[config.mk]
export PLATFORM = sky130hd
export DESIGN_NAME = strap_pin_latch
export DESIGN_NICKNAME = d
export VERILOG_FILES = /design/src/include/strap_pkg.sv /design/src/core/strap_bit.sv /design/src/core/strap_pin_latch.sv
export SDC_FILE = /design/constraint.sdc
export NUM_CORES = 1
export LEC_CHECK = 0
export BUFFER_PORTS_ARGS = -buffer_cell sky130_fd_sc_hd__buf_2
export CAP_MARGIN = 40
export CORE_ASPECT_RATIO = 1.2
export CORE_MARGIN = 5
export CORE_UTILIZATION = 41
export CTS_CLUSTER_DIAMETER = 100
export DETAILED_ROUTE_END_ITERATION = 16
export GPL_ROUTABILITY_DRIVEN = 0
export PLACE_DENSITY = 0.9
export SLEW_MARGIN = 40
export SYNTH_ARGS = -nofsm -noshare
export SYNTH_HDL_FRONTEND = slang
export SYNTH_SLANG_ARGS = --single-unit
[constraint.sdc]
create_clock -name CORE_CLK -period 1.7 [get_ports CORE_CLK]
set_input_delay 0.34 -clock CORE_CLK [delete_from_list [all_inputs] [get_ports CORE_CLK]]
set_output_delay 0.34 -clock CORE_CLK [all_outputs]
set_load 0.1 [all_outputs]
[src/include/strap_pkg.sv]
`default_nettype none
package strap_pkg;
   // ------------------------------------------------------------
   // Register map (byte addresses on the APB)
   // ------------------------------------------------------------
   localparam logic [11:0] ADDR_STRAP_STATUS = 12'h000;
   localparam logic [11:0] ADDR_OVERRIDE = 12'h004;
   localparam logic [11:0] ADDR_SETTINGS = 12'h008;

   // ------------------------------------------------------------
   // Strap bit positions in the status word
   // ------------------------------------------------------------
   localparam int STRAP_COUNT = 5;
   localparam int BIT_LDO = 0;
   localparam int BIT_BOOT_A = 1;
   localparam int BIT_BOOT_B = 2;
   localparam int BIT_LOG_EDGE = 3;
   localparam int BIT_OUT_EDGE = 4;

   // Pull level applied to each strap pin during reset
   localparam logic [4:0] PULL_LEVELS = 5'h1a;
   // Value of the latch before the first capture
   localparam logic [4:0] STRAP_RESET = 5'h00;

   // ------------------------------------------------------------
   // Override register fields
   // ------------------------------------------------------------
   localparam int OVR_LDO_EN = 0;
   localparam int OVR_LDO_VAL = 1;
   localparam int OVR_EDGE_EN = 2;
   localparam int OVR_EDGE_LO = 3;
   localparam int OVR_EDGE_HI = 4;
   localparam logic [4:0] OVERRIDE_RESET = 5'h00;

   // ------------------------------------------------------------
   // Settings readback fields
   // ------------------------------------------------------------
   localparam int SET_LDO_18 = 0;
   localparam int SET_FLASH_BOOT = 1;
   localparam int SET_LOG_ON = 2;
   localparam int SET_EDGE_LO = 3;
   localparam int SET_EDGE_HI = 4;
   localparam int SET_CAPTURED = 5;

   // Capture sequencer states, Gray along the usual path
   typedef enum logic [1:0]
   {
      ST_RESET = 2'b00,
      ST_CAPTURE = 2'b01,
      ST_LOCKED = 2'b11
   } capture_state_e;
endpackage : strap_pkg
`default_nettype wire

[src/core/strap_bit.sv]
`timescale 1ns/10ps
`default_nettype none
module strap_bit
(
   // Clock and reset
   input wire logic clk,
   input wire logic rst,
   input wire logic ce,
   // Control
   input wire logic capture,
   input wire logic pull_level,
   input wire logic pin_oe,
   input wire logic pin_level,
   // Result
   output logic value
);
   // Pin seen at capture: pull wins when nobody drives the pin
   logic level;

   always_comb
   begin
      level = pin_oe ? pin_level : pull_level;
   end

   // Latch that only the capture pulse can load
   always_ff @(posedge clk or posedge rst)
   begin
      if (rst)
      begin
         value <= 1'b0;
      end
      else if (ce && capture)
      begin
         value <= level;
      end
   end
endmodule : strap_bit
`default_nettype wire

[src/core/strap_pin_latch.sv]
// How it works
// RULE1: Sample five strap pins at reset release
// RULE2: Latches hold until power down
// RULE3: Software reads latched bits via status register
// RULE4: Weak pulls on strap pins during reset
// RULE5: Pins return to normal use after release
// RULE6: LDO strap 0 gives 3.3V, 1 gives 1.8V
// RULE7: Boot A high flash boot, both low download
// RULE8: Log strap high enables boot log output
// RULE9: Two straps pick SDIO sample/output edges
// RULE10: Firmware may override LDO and edge settings
// RULE11: Host must not strap LDO high
// RULE12: Host may drive straps during power-up
// RULE13: Enable input active high, low holds all
// RULE14: Flash pins are not reused
// RULE15: Status returns latched, not live, levels
//
// Local design decisions: the address map and the APB register port.
`timescale 1ns/10ps
`default_nettype none
module strap_pin_latch
(
   // Clock, reset and enable
   input wire logic CORE_CLK,
   input wire logic SYS_RST,
   input wire logic MODULE_EN,
   // Strap pins: level seen and whether the outside drives them
   input wire logic [4:0] STRAP_PIN_IN,
   input wire logic [4:0] STRAP_PIN_DRIVEN,
   // Pull control towards the pad cells
   output logic [4:0] STRAP_PULL_UP_EN,
   output logic [4:0] STRAP_PULL_DOWN_EN,
   output logic STRAP_PINS_NORMAL,
   // Decoded settings
   output logic LDO_SDIO_1V8,
   output logic FLASH_BOOT,
   output logic DOWNLOAD_BOOT,
   output logic BOOT_LOG_ENABLE,
   output logic SDIO_SAMPLE_RISING,
   output logic SDIO_OUTPUT_RISING,
   // APB slave
   input wire logic PSEL,
   input wire logic PENABLE,
   input wire logic PWRITE,
   input wire logic [11:0] PADDR,
   input wire logic [31:0] PWDATA,
   output logic [31:0] PRDATA,
   output logic PREADY,
   output logic PSLVERR
);
   // ------------------------------------------------------------
   // Declarations
   // ------------------------------------------------------------
   strap_pkg::capture_state_e state; // Capture sequencer
   strap_pkg::capture_state_e next_state;
   logic capture; // One-cycle capture strobe
   logic [4:0] strap; // Latched strap bits
   logic [4:0] override; // Firmware override register
   logic captured; // Capture has happened
   logic ldo_1v8; // Effective LDO choice
   logic edge_lo; // Effective edge code, low bit
   logic edge_hi; // Effective edge code, high bit
   logic flash_boot; // Boot from flash
   logic download_boot; // Wait for a download
   logic apb_access; // Access phase of any transfer
   logic addr_ok; // Address decodes to a register
   logic override_write; // Override write, taken with ready
   logic [31:0] next_prdata; // Read word for the addressed register

   // ------------------------------------------------------------
   // Capture sequencer
   // ------------------------------------------------------------
   // Reset holds the sequencer; the second enabled cycle after
   // release captures once and then the latch is closed for good.
   // A single strobe, rather than a level, keeps a pin that moves
   // late from leaking into the latches after the capture.
   always_ff @(posedge CORE_CLK or posedge SYS_RST)
   begin
      if (SYS_RST)
      begin
         state <= strap_pkg::ST_RESET;
      end
      else if (MODULE_EN) // RULE13
      begin
         state <= next_state;
      end
   end

   always_comb
   begin
      next_state = state;
      unique case (state)
         strap_pkg::ST_RESET:
         begin
            next_state = strap_pkg::ST_CAPTURE; // RULE1
         end
         strap_pkg::ST_CAPTURE:
         begin
            next_state = strap_pkg::ST_LOCKED;
         end
         strap_pkg::ST_LOCKED:
         begin
            next_state = strap_pkg::ST_LOCKED; // RULE2
         end
         default:
         begin
            // Illegal code: lock rather than re-sample
            next_state = strap_pkg::ST_LOCKED;
         end
      endcase
   end

   // Strobe only in the capture state, so later pin moves are ignored
   assign capture = (state == strap_pkg::ST_CAPTURE); // RULE1 RULE2

   // ------------------------------------------------------------
   // Strap latches
   // ------------------------------------------------------------
   // One cell per pin; pull level stands in for an undriven pin
   // The same small cell for every pin keeps the five from drifting apart
   genvar g;
   generate
      for (g = 0; g < strap_pkg::STRAP_COUNT; g++)
      begin : g_strap
         strap_bit u_bit
         (
            .clk(CORE_CLK),
            .rst(SYS_RST),
            .ce(MODULE_EN),
            .capture(capture),
            .pull_level(strap_pkg::PULL_LEVELS[g]), // RULE4
            .pin_oe(STRAP_PIN_DRIVEN[g]), // RULE12
            .pin_level(STRAP_PIN_IN[g]),
            .value(strap[g])
         );
      end
   endgenerate

   // Captured flag for software
   always_ff @(posedge CORE_CLK or posedge SYS_RST)
   begin
      if (SYS_RST)
      begin
         captured <= 1'b0;
      end
      else if (MODULE_EN && capture)
      begin
         captured <= 1'b1;
      end
   end

   // ------------------------------------------------------------
   // Pad control
   // ------------------------------------------------------------
   // Pulls stay on until the latch closes; they are weak, so a host
   // driving a pin during reset still wins over them
   always_ff @(posedge CORE_CLK or posedge SYS_RST)
   begin
      if (SYS_RST)
      begin
         // Each pin pulled towards its default strap level
         STRAP_PULL_UP_EN <= strap_pkg::PULL_LEVELS; // RULE4
         STRAP_PULL_DOWN_EN <= ~strap_pkg::PULL_LEVELS;
      end
      else if (MODULE_EN && capture)
      begin
         // Pulls released at the same edge as the latches load
         STRAP_PULL_UP_EN <= 5'h00; // RULE5
         STRAP_PULL_DOWN_EN <= 5'h00;
      end
   end

   // Pins handed back to their normal functions after the capture
   always_ff @(posedge CORE_CLK or posedge SYS_RST)
   begin
      if (SYS_RST)
      begin
         STRAP_PINS_NORMAL <= 1'b0;
      end
      else if (MODULE_EN && capture)
      begin
         STRAP_PINS_NORMAL <= 1'b1; // RULE5
      end
   end

   // ------------------------------------------------------------
   // Override register write
   // ------------------------------------------------------------
   assign apb_access = PSEL && PENABLE;
   assign addr_ok = (PADDR == strap_pkg::ADDR_STRAP_STATUS) ||
                    (PADDR == strap_pkg::ADDR_OVERRIDE) ||
                    (PADDR == strap_pkg::ADDR_SETTINGS);

   // A write lands only at the edge that completes the transfer, so
   // the wait state never applies a half-finished request
   assign override_write = apb_access && PWRITE && PREADY &&
                           (PADDR == strap_pkg::ADDR_OVERRIDE);

   // Firmware override of LDO and SDIO edges after boot
   always_ff @(posedge CORE_CLK or posedge SYS_RST)
   begin
      if (SYS_RST)
      begin
         override <= strap_pkg::OVERRIDE_RESET;
      end
      else if (MODULE_EN && override_write)
      begin
         // Writes elsewhere, read-only words included, change nothing
         override <= PWDATA[4:0]; // RULE10
      end
   end

   // ------------------------------------------------------------
   // Decode
   // ------------------------------------------------------------
   // Note: the LDO strap must be low at power-up for 3.3V flash;
   // nothing here stops a bad strap, the board has to.
   always_comb
   begin
      // Override enables pick the firmware value, else the latch
      // RULE6 RULE10 RULE11
      ldo_1v8 = override[strap_pkg::OVR_LDO_EN] ? override[strap_pkg::OVR_LDO_VAL]
                                                : strap[strap_pkg::BIT_LDO];
      // RULE9 RULE10
      edge_hi = override[strap_pkg::OVR_EDGE_EN] ? override[strap_pkg::OVR_EDGE_HI]
                                                 : strap[strap_pkg::BIT_LOG_EDGE];
      edge_lo = override[strap_pkg::OVR_EDGE_EN] ? override[strap_pkg::OVR_EDGE_LO]
                                                 : strap[strap_pkg::BIT_OUT_EDGE];
      // RULE7: second strap only matters when the first is low
      flash_boot = strap[strap_pkg::BIT_BOOT_A];
      download_boot = ~strap[strap_pkg::BIT_BOOT_A] & ~strap[strap_pkg::BIT_BOOT_B];
   end

   // Boot outputs, low until the first capture; they come from the
   // latches alone, so firmware cannot change them after booting
   always_ff @(posedge CORE_CLK or posedge SYS_RST)
   begin
      if (SYS_RST)
      begin
         FLASH_BOOT <= 1'b0;
         DOWNLOAD_BOOT <= 1'b0;
         BOOT_LOG_ENABLE <= 1'b0;
      end
      else if (MODULE_EN && captured)
      begin
         FLASH_BOOT <= flash_boot; // RULE7
         DOWNLOAD_BOOT <= download_boot; // RULE7
         BOOT_LOG_ENABLE <= strap[strap_pkg::BIT_LOG_EDGE]; // RULE8
      end
   end

   // Supply and SDIO edge outputs follow the decode every cycle after the capture, so
   // an override acts one cycle after it is written
   always_ff @(posedge CORE_CLK or posedge SYS_RST)
   begin
      if (SYS_RST)
      begin
         LDO_SDIO_1V8 <= 1'b0;
         SDIO_SAMPLE_RISING <= 1'b0;
         SDIO_OUTPUT_RISING <= 1'b0;
      end
      else if (MODULE_EN && captured)
      begin
         LDO_SDIO_1V8 <= ldo_1v8; // RULE6
         SDIO_SAMPLE_RISING <= edge_hi; // RULE9
         SDIO_OUTPUT_RISING <= edge_lo; // RULE9
      end
   end

   // ------------------------------------------------------------
   // APB read and answer
   // ------------------------------------------------------------
   always_comb
   begin
      next_prdata = 32'h0000_0000;
      unique case (PADDR)
         strap_pkg::ADDR_STRAP_STATUS:
         begin
            // Latched bits only, never the live pins
            next_prdata[4:0] = strap; // RULE3 RULE15
         end
         strap_pkg::ADDR_OVERRIDE:
         begin
            // Reads back as written
            next_prdata[4:0] = override;
         end
         strap_pkg::ADDR_SETTINGS:
         begin
            // Effective settings, overrides applied
            next_prdata[strap_pkg::SET_LDO_18] = ldo_1v8;
            next_prdata[strap_pkg::SET_FLASH_BOOT] = flash_boot;
            next_prdata[strap_pkg::SET_LOG_ON] = strap[strap_pkg::BIT_LOG_EDGE];
            next_prdata[strap_pkg::SET_EDGE_LO] = edge_lo;
            next_prdata[strap_pkg::SET_EDGE_HI] = edge_hi;
            next_prdata[strap_pkg::SET_CAPTURED] = captured;
         end
         default:
         begin
            // Unmapped reads return zero with an error
            next_prdata = 32'h0000_0000;
         end
      endcase
   end

   // ------------------------------------------------------------
   // APB answer
   // ------------------------------------------------------------
   // Ready rises in the second access cycle, so every transfer
   // has one wait state; in return all bus outputs come from flops.
   always_ff @(posedge CORE_CLK or posedge SYS_RST)
   begin
      if (SYS_RST)
      begin
         PREADY <= 1'b0;
      end
      else if (MODULE_EN)
      begin
         // Ready stands one cycle; a held request is not answered in two cycles running
         PREADY <= PSEL && PENABLE && !PREADY;
      end
   end

   // Error flag goes up with ready, only for an address off the map
   always_ff @(posedge CORE_CLK or posedge SYS_RST)
   begin
      if (SYS_RST)
      begin
         PSLVERR <= 1'b0;
      end
      else if (MODULE_EN)
      begin
         PSLVERR <= PSEL && PENABLE && !PREADY && !addr_ok;
      end
   end

   // Read data follows the address while the transfer waits, then
   // stands unchanged through the cycle in which ready is high
   always_ff @(posedge CORE_CLK or posedge SYS_RST)
   begin
      if (SYS_RST)
      begin
         PRDATA <= 32'h0000_0000;
      end
      else if (MODULE_EN && PSEL && !PREADY)
      begin
         PRDATA <= next_prdata;
      end
   end
endmodule : strap_pin_latch
`default_nettype wire

==> results of run 1 <==
## cells in the final DEF (no fill, tap or decap)
master / count
buf_4: 7
a21oi_1: 2
nand3_1: 2
mux2_4: 5
bufinv_16: 1
o31ai_1: 3
dfstp_2: 1
buf_2: 52
a211o_2: 1
mux2i_1: 4
a2111oi_0: 2
or3_1: 1
nand4_1: 1
o21ai_1: 8
nor4_4: 1
dfrtp_1: 25
dfrtp_2: 2
a21o_1: 2
nand2b_1: 1
nand3_2: 2
a22o_1: 3
nand2_1: 17
nand3b_1: 1
o22ai_1: 2
a31oi_1: 2
a22oi_1: 1
mux2_1: 2
conb_1: 31
and2_1: 1
inv_1: 4
and2b_4: 1
nor2b_1: 4
o21ai_0: 1
nor2_1: 5
clkbuf_8: 3
nor4_1: 1
nor4_2: 1
a2bb2oi_1: 2
or2_1: 1
## how the worst min path moves through the flow
stage                 start                     end  cells past startpoint
finish              SYS_RST         BOOT_LOG_ENABLE                      3
global route        SYS_RST  g_strap[3].u_bit.value                      3
CTS                 SYS_RST              FLASH_BOOT                      3
detailed placement  SYS_RST         BOOT_LOG_ENABLE                      3
global placement    SYS_RST              FLASH_BOOT                      3
floorplan           SYS_RST         BOOT_LOG_ENABLE                      1
## metal layers
layer / part of all wire / track usage / wire length (um) / vias up
li1: - / - / - / 569
met1: 0.39 / 0.151 / 1250 / 503
met2: 0.50 / 0.231 / 1580 / 56
met3: 0.089 / 0.0243 / 286 / 8
met4: 0.025 / 0.0650 / 80 / 0
met5: 0 / 0 / 0 / -
## state kept, by name (all words and copies together), names as in the netlist
signal	flops
PREADY	1
g_strap.u_bit.value	5
DOWNLOAD_BOOT	1
SDIO_OUTPUT_RISING	1
PSLVERR	1
FLASH_BOOT	1
SDIO_SAMPLE_RISING	1
state	2
override	5
LDO_SDIO_1V8	1
STRAP_PINS_NORMAL	1
PRDATA	6
STRAP_PULL_DOWN_EN	1
BOOT_LOG_ENABLE	1
## cell type report
cell class,count,area share
clock buffers,3,0.0224
well taps,52,0.0353
repair buffers,59,0.169
multi-input cells,111,0.367
flip-flops and latches,28,0.382
inverters,4,0.00814
clock inverters,1,0.0163
## stage by stage
step / total power [mW] / util / cell area, sq um / worst slack, ns / std cells
floorplan: 1.56 / - / 1700 / 0.0307 / 184
global placement: 1.62 / 0.480 / 1770 / -0.0799 / 254
detailed placement: 1.63 / 0.480 / 1770 / -0.107 / 254
CTS: 2.14 / 0.500 / 1850 / 0.0816 / 258
global route: 2.23 / 0.500 / 1850 / 0.0232 / 258
finish: 2.14 / 0.500 / 1850 / 0.0863 / 258
## kinds of logic (layout without fill, tap and decap cells)
logic type / Yosys count / count (layout) / share of synthesized area
buffers and inverters: 45 / 67 / 0.200
and+or+nand+nor: 40 / 40 / 0.143
AOI/OAI and AO/OA: 29 / 29 / 0.124
DFF: 28 / 28 / 0.443
muxes: 11 / 11 / 0.0870
other: 1 / 31 / 0.00237
## power breakdown
part           switching (mW)  internal [mW]
combinational           0.737          0.113
sequential             0.0406          0.728
clock                   0.201          0.315
total                   0.979           1.16
==> reports/metrics.yaml, run 1 <==
worstSkewPairLatency_ns: 0.28
maxSlewViolCount: 0
cp.arrival_ns: 1.27
synth_top_area_frac: 0.427
dpl.hpwl_um: 2700
worst-path-stages: 1
fmax_mhz: 620
cts_resized: 0
drc_errors: 0
die_x_um: 66.7
num-fill-cells: 360
grt_setup_unrepaired: "no"
startpoint: "STRAP_PULL_DOWN_EN[0]"
initial_core_util: 0.429
syn_area_per_cell_sq_um: 10.3
criticalPathCategory: "reg2out"
seq_area_sq_um: 704
crit_path_max_fanout: 6
vias_per_cell: 4.40
r2r_end: "override[3]"
slowest_delay_ns: 0.57
finalSetupViolCount: 0
ys_seq_area_frac: 0.443
worst-path-buf-inv: 1
drt_iter0_drc: 22
track_usage: 0.132
r2r_slack_ns: 0.30
core_area_sq_um: 3690
p_per_area_nw_per_um2: 1160
cp_slowest_cell: "dfstp_2"
firstDrtPassIters: 4
ys.flop_type: "dfrtp_1"
clkSinkCount: 28
antenna_found_initial: 0
grt_remaining_overflow: 0
rows: 24
dieArea_sq_um: 5210
cts_tree: "yes"
synthArstFlopShare: 1.00
ys_types: 39
synthTopCellsByArea: "dfrtp_1, buf_4, mux2_4, nand2_1, mux2i_1"
syn_inst: 154
wl_per_cell_um: 12.4
finalCritPeriodShare: 0.949
area_growth_pct: 16.6
netlist_area_sq_um: 1580
hold_class: "in2async"
io_pins: 111
grt_pass1_vias: 1170
cp_top_family: "flip-flops"
tns_ns: 0
io_buffers: 52
grt_pass1_wl_um: 5400
cts_setup_buffers: 0
finalHoldViolations: 0
synth_seq_cells: 28
yosys.area.top_type: "dfrtp_1"
power_leakage_nw: 0.963
startpoint_type: "flop"
cts_root_buf: "clkbuf_8"
yosys_warnings: 0
path_clk_slew_ns: 0.09
yosysMostFrequentCell: "buf_4"
nNetsFinal: 267
status: "finished clean"
endpoint: "STRAP_PULL_DOWN_EN[2]"
drtAntennaViolNets: 0
hold_buffers: 0
post-route-min-period_ns: 1.61
path_cells: "buf_2"
numCtsBuffers: 3
maxCapViolations: 0
r2r_start: "PREADY"
required_ns: 1.36
layout-drive-gt1-share: 0.374
vias: 1136
skew_ns: 0.00417
wl_um: 3200
clk_path_buf_depth: 2
max-vdd-ir-drop_v: 0.000570
critical_path.endpoint_type: "output port"
netlist_top_cells_count: "buf_4, dfrtp_1, nand2_1, o21ai_1"
multiInputGateArea_sq_um: 677
rr_worst_depth: 3
synth-edff-count: 0
h-tree-depth: 1
grt_max_degree: 29
holdWs_ns: 0.0999
die_h_um: 78.1
diodes: 0
No activity file was read; power rests on OpenSTA's default activity.
==> run 2, diff against run 1 <==
--- a/config.mk
+++ b/config.mk
@@ -13,7 +13,7 @@
 export CTS_CLUSTER_DIAMETER = 100
 export DETAILED_ROUTE_END_ITERATION = 16
 export GPL_ROUTABILITY_DRIVEN = 0
-export PLACE_DENSITY = 0.9
+export PLACE_DENSITY = 0.87
 export SLEW_MARGIN = 40
 export SYNTH_ARGS = -nofsm -noshare
 export SYNTH_HDL_FRONTEND = slang
==> reports/metrics.yaml, run 2 (synthesis gave the netlist of run 1 again) <==
status: "finished clean"
cts_tree: "yes"
pre_cts_ws_ns: -0.0989
critical_path.endpoint_type: "output port"
die_h_um: 78.1
firstDrtPassIters: 4
power_leakage_nw: 0.952
grt_pass1_wl_um: 4890
layout_common_cells: "buf_2, conb_1, dfrtp_1"
dpl.hpwl_um: 2570
maxSlewViolCount: 0
cts_resized: 0
criticalPathCategory: "reg2out"
h-tree-depth: 1
top_register: "PRDATA"
vias_per_cell: 4.44
cp_top_family: "flip-flops"
io_pins: 111
dp_cells: 253
holdWs_ns: 0.111
largest_reg_flops: 6
die_x_um: 66.7
core_area_sq_um: 3690
max-vdd-ir-drop_v: 0.000491
numCtsBuffers: 3
grt_remaining_overflow: 0
worst-path-buf-inv: 1
crit_path_max_fanout: 6
dieArea_sq_um: 5210
grt_pass1_vias: 1066
maxCapViolations: 0
vias: 1140
post-route-min-period_ns: 1.61
drt_iter0_drc: 36
drc_errors: 0
skew_ns: 0.00260
hold_class: "in2async"
cp.arrival_ns: 1.27
largestRegisters: "PRDATA (6), g_strap.u_bit.value (5), override (5)"
antenna_found_initial: 0
initial_core_util: 0.429
layout-drive-gt1-share: 0.371
hold_buffers: 0
layout_commonest_cell: "buf_2"
path_clk_slew_ns: 0.09
grt_max_degree: 29
track_usage: 0.121
area_growth_pct: 15.1
p_per_area_nw_per_um2: 1110
io_buffers: 52
cp_slowest_cell: "dfstp_2"
clkSinkCount: 28
slowest_delay_ns: 0.57
finalCritPeriodShare: 0.949
finalHoldViolations: 0
wl_um: 3130
worstSkewPairLatency_ns: 0.27
fin_cells: 257
timing.final.ws_setup_ns: 0.0866
drtAntennaViolNets: 0
rows: 24
cts_setup_buffers: 0
fmax_mhz: 620
diodes: 0
num-fill-cells: 348
cts_root_buf: "clkbuf_8"
finalSetupViolCount: 0
clk_path_buf_depth: 2
tns_ns: 0
startpoint_type: "flop"
path_cells: "buf_2"
wl_per_cell_um: 12.2
grt_setup_unrepaired: "no"
required_ns: 1.36
nNetsFinal: 266
## run 2: path summary, 6_finish.rpt
kind / startpoint / to / cells after the start / slack [ns]
setup reg to reg: PREADY / override[2] / 3 / 0.31
min in group CORE_CLK: PWDATA[3] / override[3] / 2 / 0.29
max in group asynchronous: SYS_RST / STRAP_PULL_DOWN_EN[0] / 3 / 1.29
hold reg to reg: state[1] / state[1] / 1 / 0.46
hold / removal: SYS_RST / DOWNLOAD_BOOT / 3 / 0.11
setup / recovery: STRAP_PULL_DOWN_EN[0] / STRAP_PULL_DOWN_EN[2] / 1 / 0.09
## run 2: through the flow
stage / utilization / instance area [sq um] / power [mW]
after CTS: 0.493 / 1820 / 2.03
after global placement: 0.478 / 1770 / 1.62
after global routing: 0.493 / 1820 / 2.10
after floorplan: - / 1700 / 1.56
after detailed placement: 0.478 / 1770 / 1.63
final: 0.493 / 1820 / 2.02
## run 2: area by class of cell
type                    count  area, sq um  area share
clock buffers               4         55.1      0.0302
inverters                   4         15.0     0.00824
multi-input cells         111          677       0.372
flip-flops and latches     28          704       0.387
well taps                  52         65.1      0.0357
repair buffers             58          305       0.168
## run 2: where the power goes
group	internal (mW)	total [mW]	switching (mW)
Clock	0.207	0.402	0.194
Sequential	0.728	0.769	0.0412
Combinational	0.112	0.846	0.734
Total	1.05	2.02	0.969
## run 2: per-layer routing
layer  share of wire  track usage
met5               0            0
met1            0.40        0.147
met2            0.49        0.206
met4           0.020       0.0488
met3           0.091       0.0229
## run 2: worst min-delay path, stage by stage
cell,delay (ns)
buf_2,0.09
inv_1,0.04
buf_4,0.32
==> run 3, diff against run 2 <==
--- a/config.mk
+++ b/config.mk
@@ -9,11 +9,11 @@
 export CAP_MARGIN = 40
 export CORE_ASPECT_RATIO = 1.2
 export CORE_MARGIN = 5
-export CORE_UTILIZATION = 41
+export CORE_UTILIZATION = 25
 export CTS_CLUSTER_DIAMETER = 100
 export DETAILED_ROUTE_END_ITERATION = 16
 export GPL_ROUTABILITY_DRIVEN = 0
-export PLACE_DENSITY = 0.87
+export PLACE_DENSITY = 0.6
 export SLEW_MARGIN = 40
 export SYNTH_ARGS = -nofsm -noshare
 export SYNTH_HDL_FRONTEND = slang
==> reports/metrics.yaml, run 3 (synthesis gave the netlist of run 1 again) <==
diodes: 0
tns_ns: 0
worst-path-buf-inv: 1
finalCritPeriodShare: 0.953
status: "finished clean"
wl_um: 3400
dieArea_sq_um: 8030
power_leakage_nw: 0.968
layout_common_cells: "buf_2, conb_1, dfrtp_1"
cp_slowest_cell: "dfstp_2"
cts_tree: "yes"
finalSetupViolCount: 0
post-route-min-period_ns: 1.62
die_h_um: 97.2
io_buffers: 52
track_usage: 0.0850
max-vdd-ir-drop_v: 0.000404
finalHoldViolations: 0
cts_setup_buffers: 0
worstSkewPairLatency_ns: 0.28
skew_ns: 0.00219
fmax_mhz: 617
maxSlewViolCount: 0
startpoint_type: "flop"
required_ns: 1.36
area_growth_pct: 19.4
path_clk_slew_ns: 0.09
rows: 31
cts_root_buf: "clkbuf_8"
nNetsFinal: 268
h-tree-depth: 1
placed_cell_area_sq_um: 1820
grt_setup_unrepaired: "no"
grtUsageMet1: 0.0976
largestRegisters: "PRDATA (6), g_strap.u_bit.value (5), override (5)"
vias_per_cell: 3.96
critical_path.endpoint_type: "output port"
initial_core_util: 0.260
vias: 1145
grt_max_degree: 29
cp_top_family: "flip-flops"
io_pins: 111
die_x_um: 82.6
dpl.hpwl_um: 2840
path_cells: "buf_2"
layout_commonest_cell: "buf_2"
criticalPathCategory: "reg2out"
antenna_found_initial: 0
layout-drive-gt1-share: 0.377
gr-usage-met3: 0.0213
wl_per_cell_um: 11.8
largest_reg_flops: 6
grt_pass1_vias: 1137
p_per_area_nw_per_um2: 1130
busiest_layer: "met2"
crit_path_max_fanout: 6
clkSinkCount: 28
grt_pass1_wl_um: 5350
maxCapViolations: 0
slowest_delay_ns: 0.57
drc_errors: 0
hold_buffers: 0
numCtsBuffers: 3
drt_iter0_drc: 36
cts_resized: 0
hold_class: "in2async"
firstDrtPassIters: 6
cp.arrival_ns: 1.28
clk_path_buf_depth: 2
top_register: "PRDATA"
use_met2: 0.143
grt_remaining_overflow: 0
core_area_sq_um: 6090
fin_area_sq_um: 1890
drtAntennaViolNets: 0
-- run 3: metal layers --
| metal | vias up | share of wire |
|---|---|---|
| li1 | 569 | - |
| met1 | 511 | 0.38 |
| met5 | - | 0 |
| met3 | 5 | 0.11 |
| met2 | 60 | 0.50 |
| met4 | 0 | 0.017 |
-- run 3: power by group --
part | internal [mW] | total [mW] | leakage (nW) | switching [mW]
registers | 0.728 | 0.772 | 0.355 | 0.0443
logic | 0.116 | 0.849 | 0.577 | 0.733
clock network | 0.315 | 0.524 | 0.0357 | 0.209
total | 1.16 | 2.15 | 0.968 | 0.986
-- run 3: tightest hold or removal path: stages --
cell and delay (ns):
buf_2 0.09, inv_1 0.04, buf_4 0.32
-- run 3: worst paths after layout --
| kind | from | end | slack, ns | cells after the start |
|---|---|---|---|---|
| hold / removal | SYS_RST | g_strap[3].u_bit.value | 0.11 | 3 |
| hold reg to reg | state[1] | state[1] | 0.46 | 1 |
| max in group asynchronous | SYS_RST | STRAP_PULL_DOWN_EN[0] | 1.28 | 3 |
| min in group CORE_CLK | PWDATA[1] | override[1] | 0.29 | 2 |
| setup reg to reg | PREADY | override[3] | 0.32 | 3 |
| setup / recovery | STRAP_PULL_DOWN_EN[0] | STRAP_PULL_DOWN_EN[0] | 0.08 | 1 |
-- run 3: metrics by stage --
stage	cells	utilization	hold WS [ns]	power, mW	setup WS, ns
floorplan	184	-	0.405	1.56	0.0307
finish	289	0.310	0.108	2.15	0.0804
CTS	289	0.310	0.123	2.17	0.0621
detailed placement	285	0.299	0.436	1.64	-0.122
global route	289	0.310	0.137	2.24	0.0248
global placement	285	0.299	0.424	1.63	-0.114
-- run 3: area by class of cell --
| cell class | count | area (sq um) |
|---|---|---|
| inverter | 4 | 15.0 |
| sequential | 28 | 704 |
| multi-input combinational | 111 | 677 |
| fill | 631 | 4200 |
| clock inverter | 1 | 30.0 |
| clock buffer | 3 | 41.3 |
| tap | 82 | 103 |
| timing repair buffer | 60 | 320 |
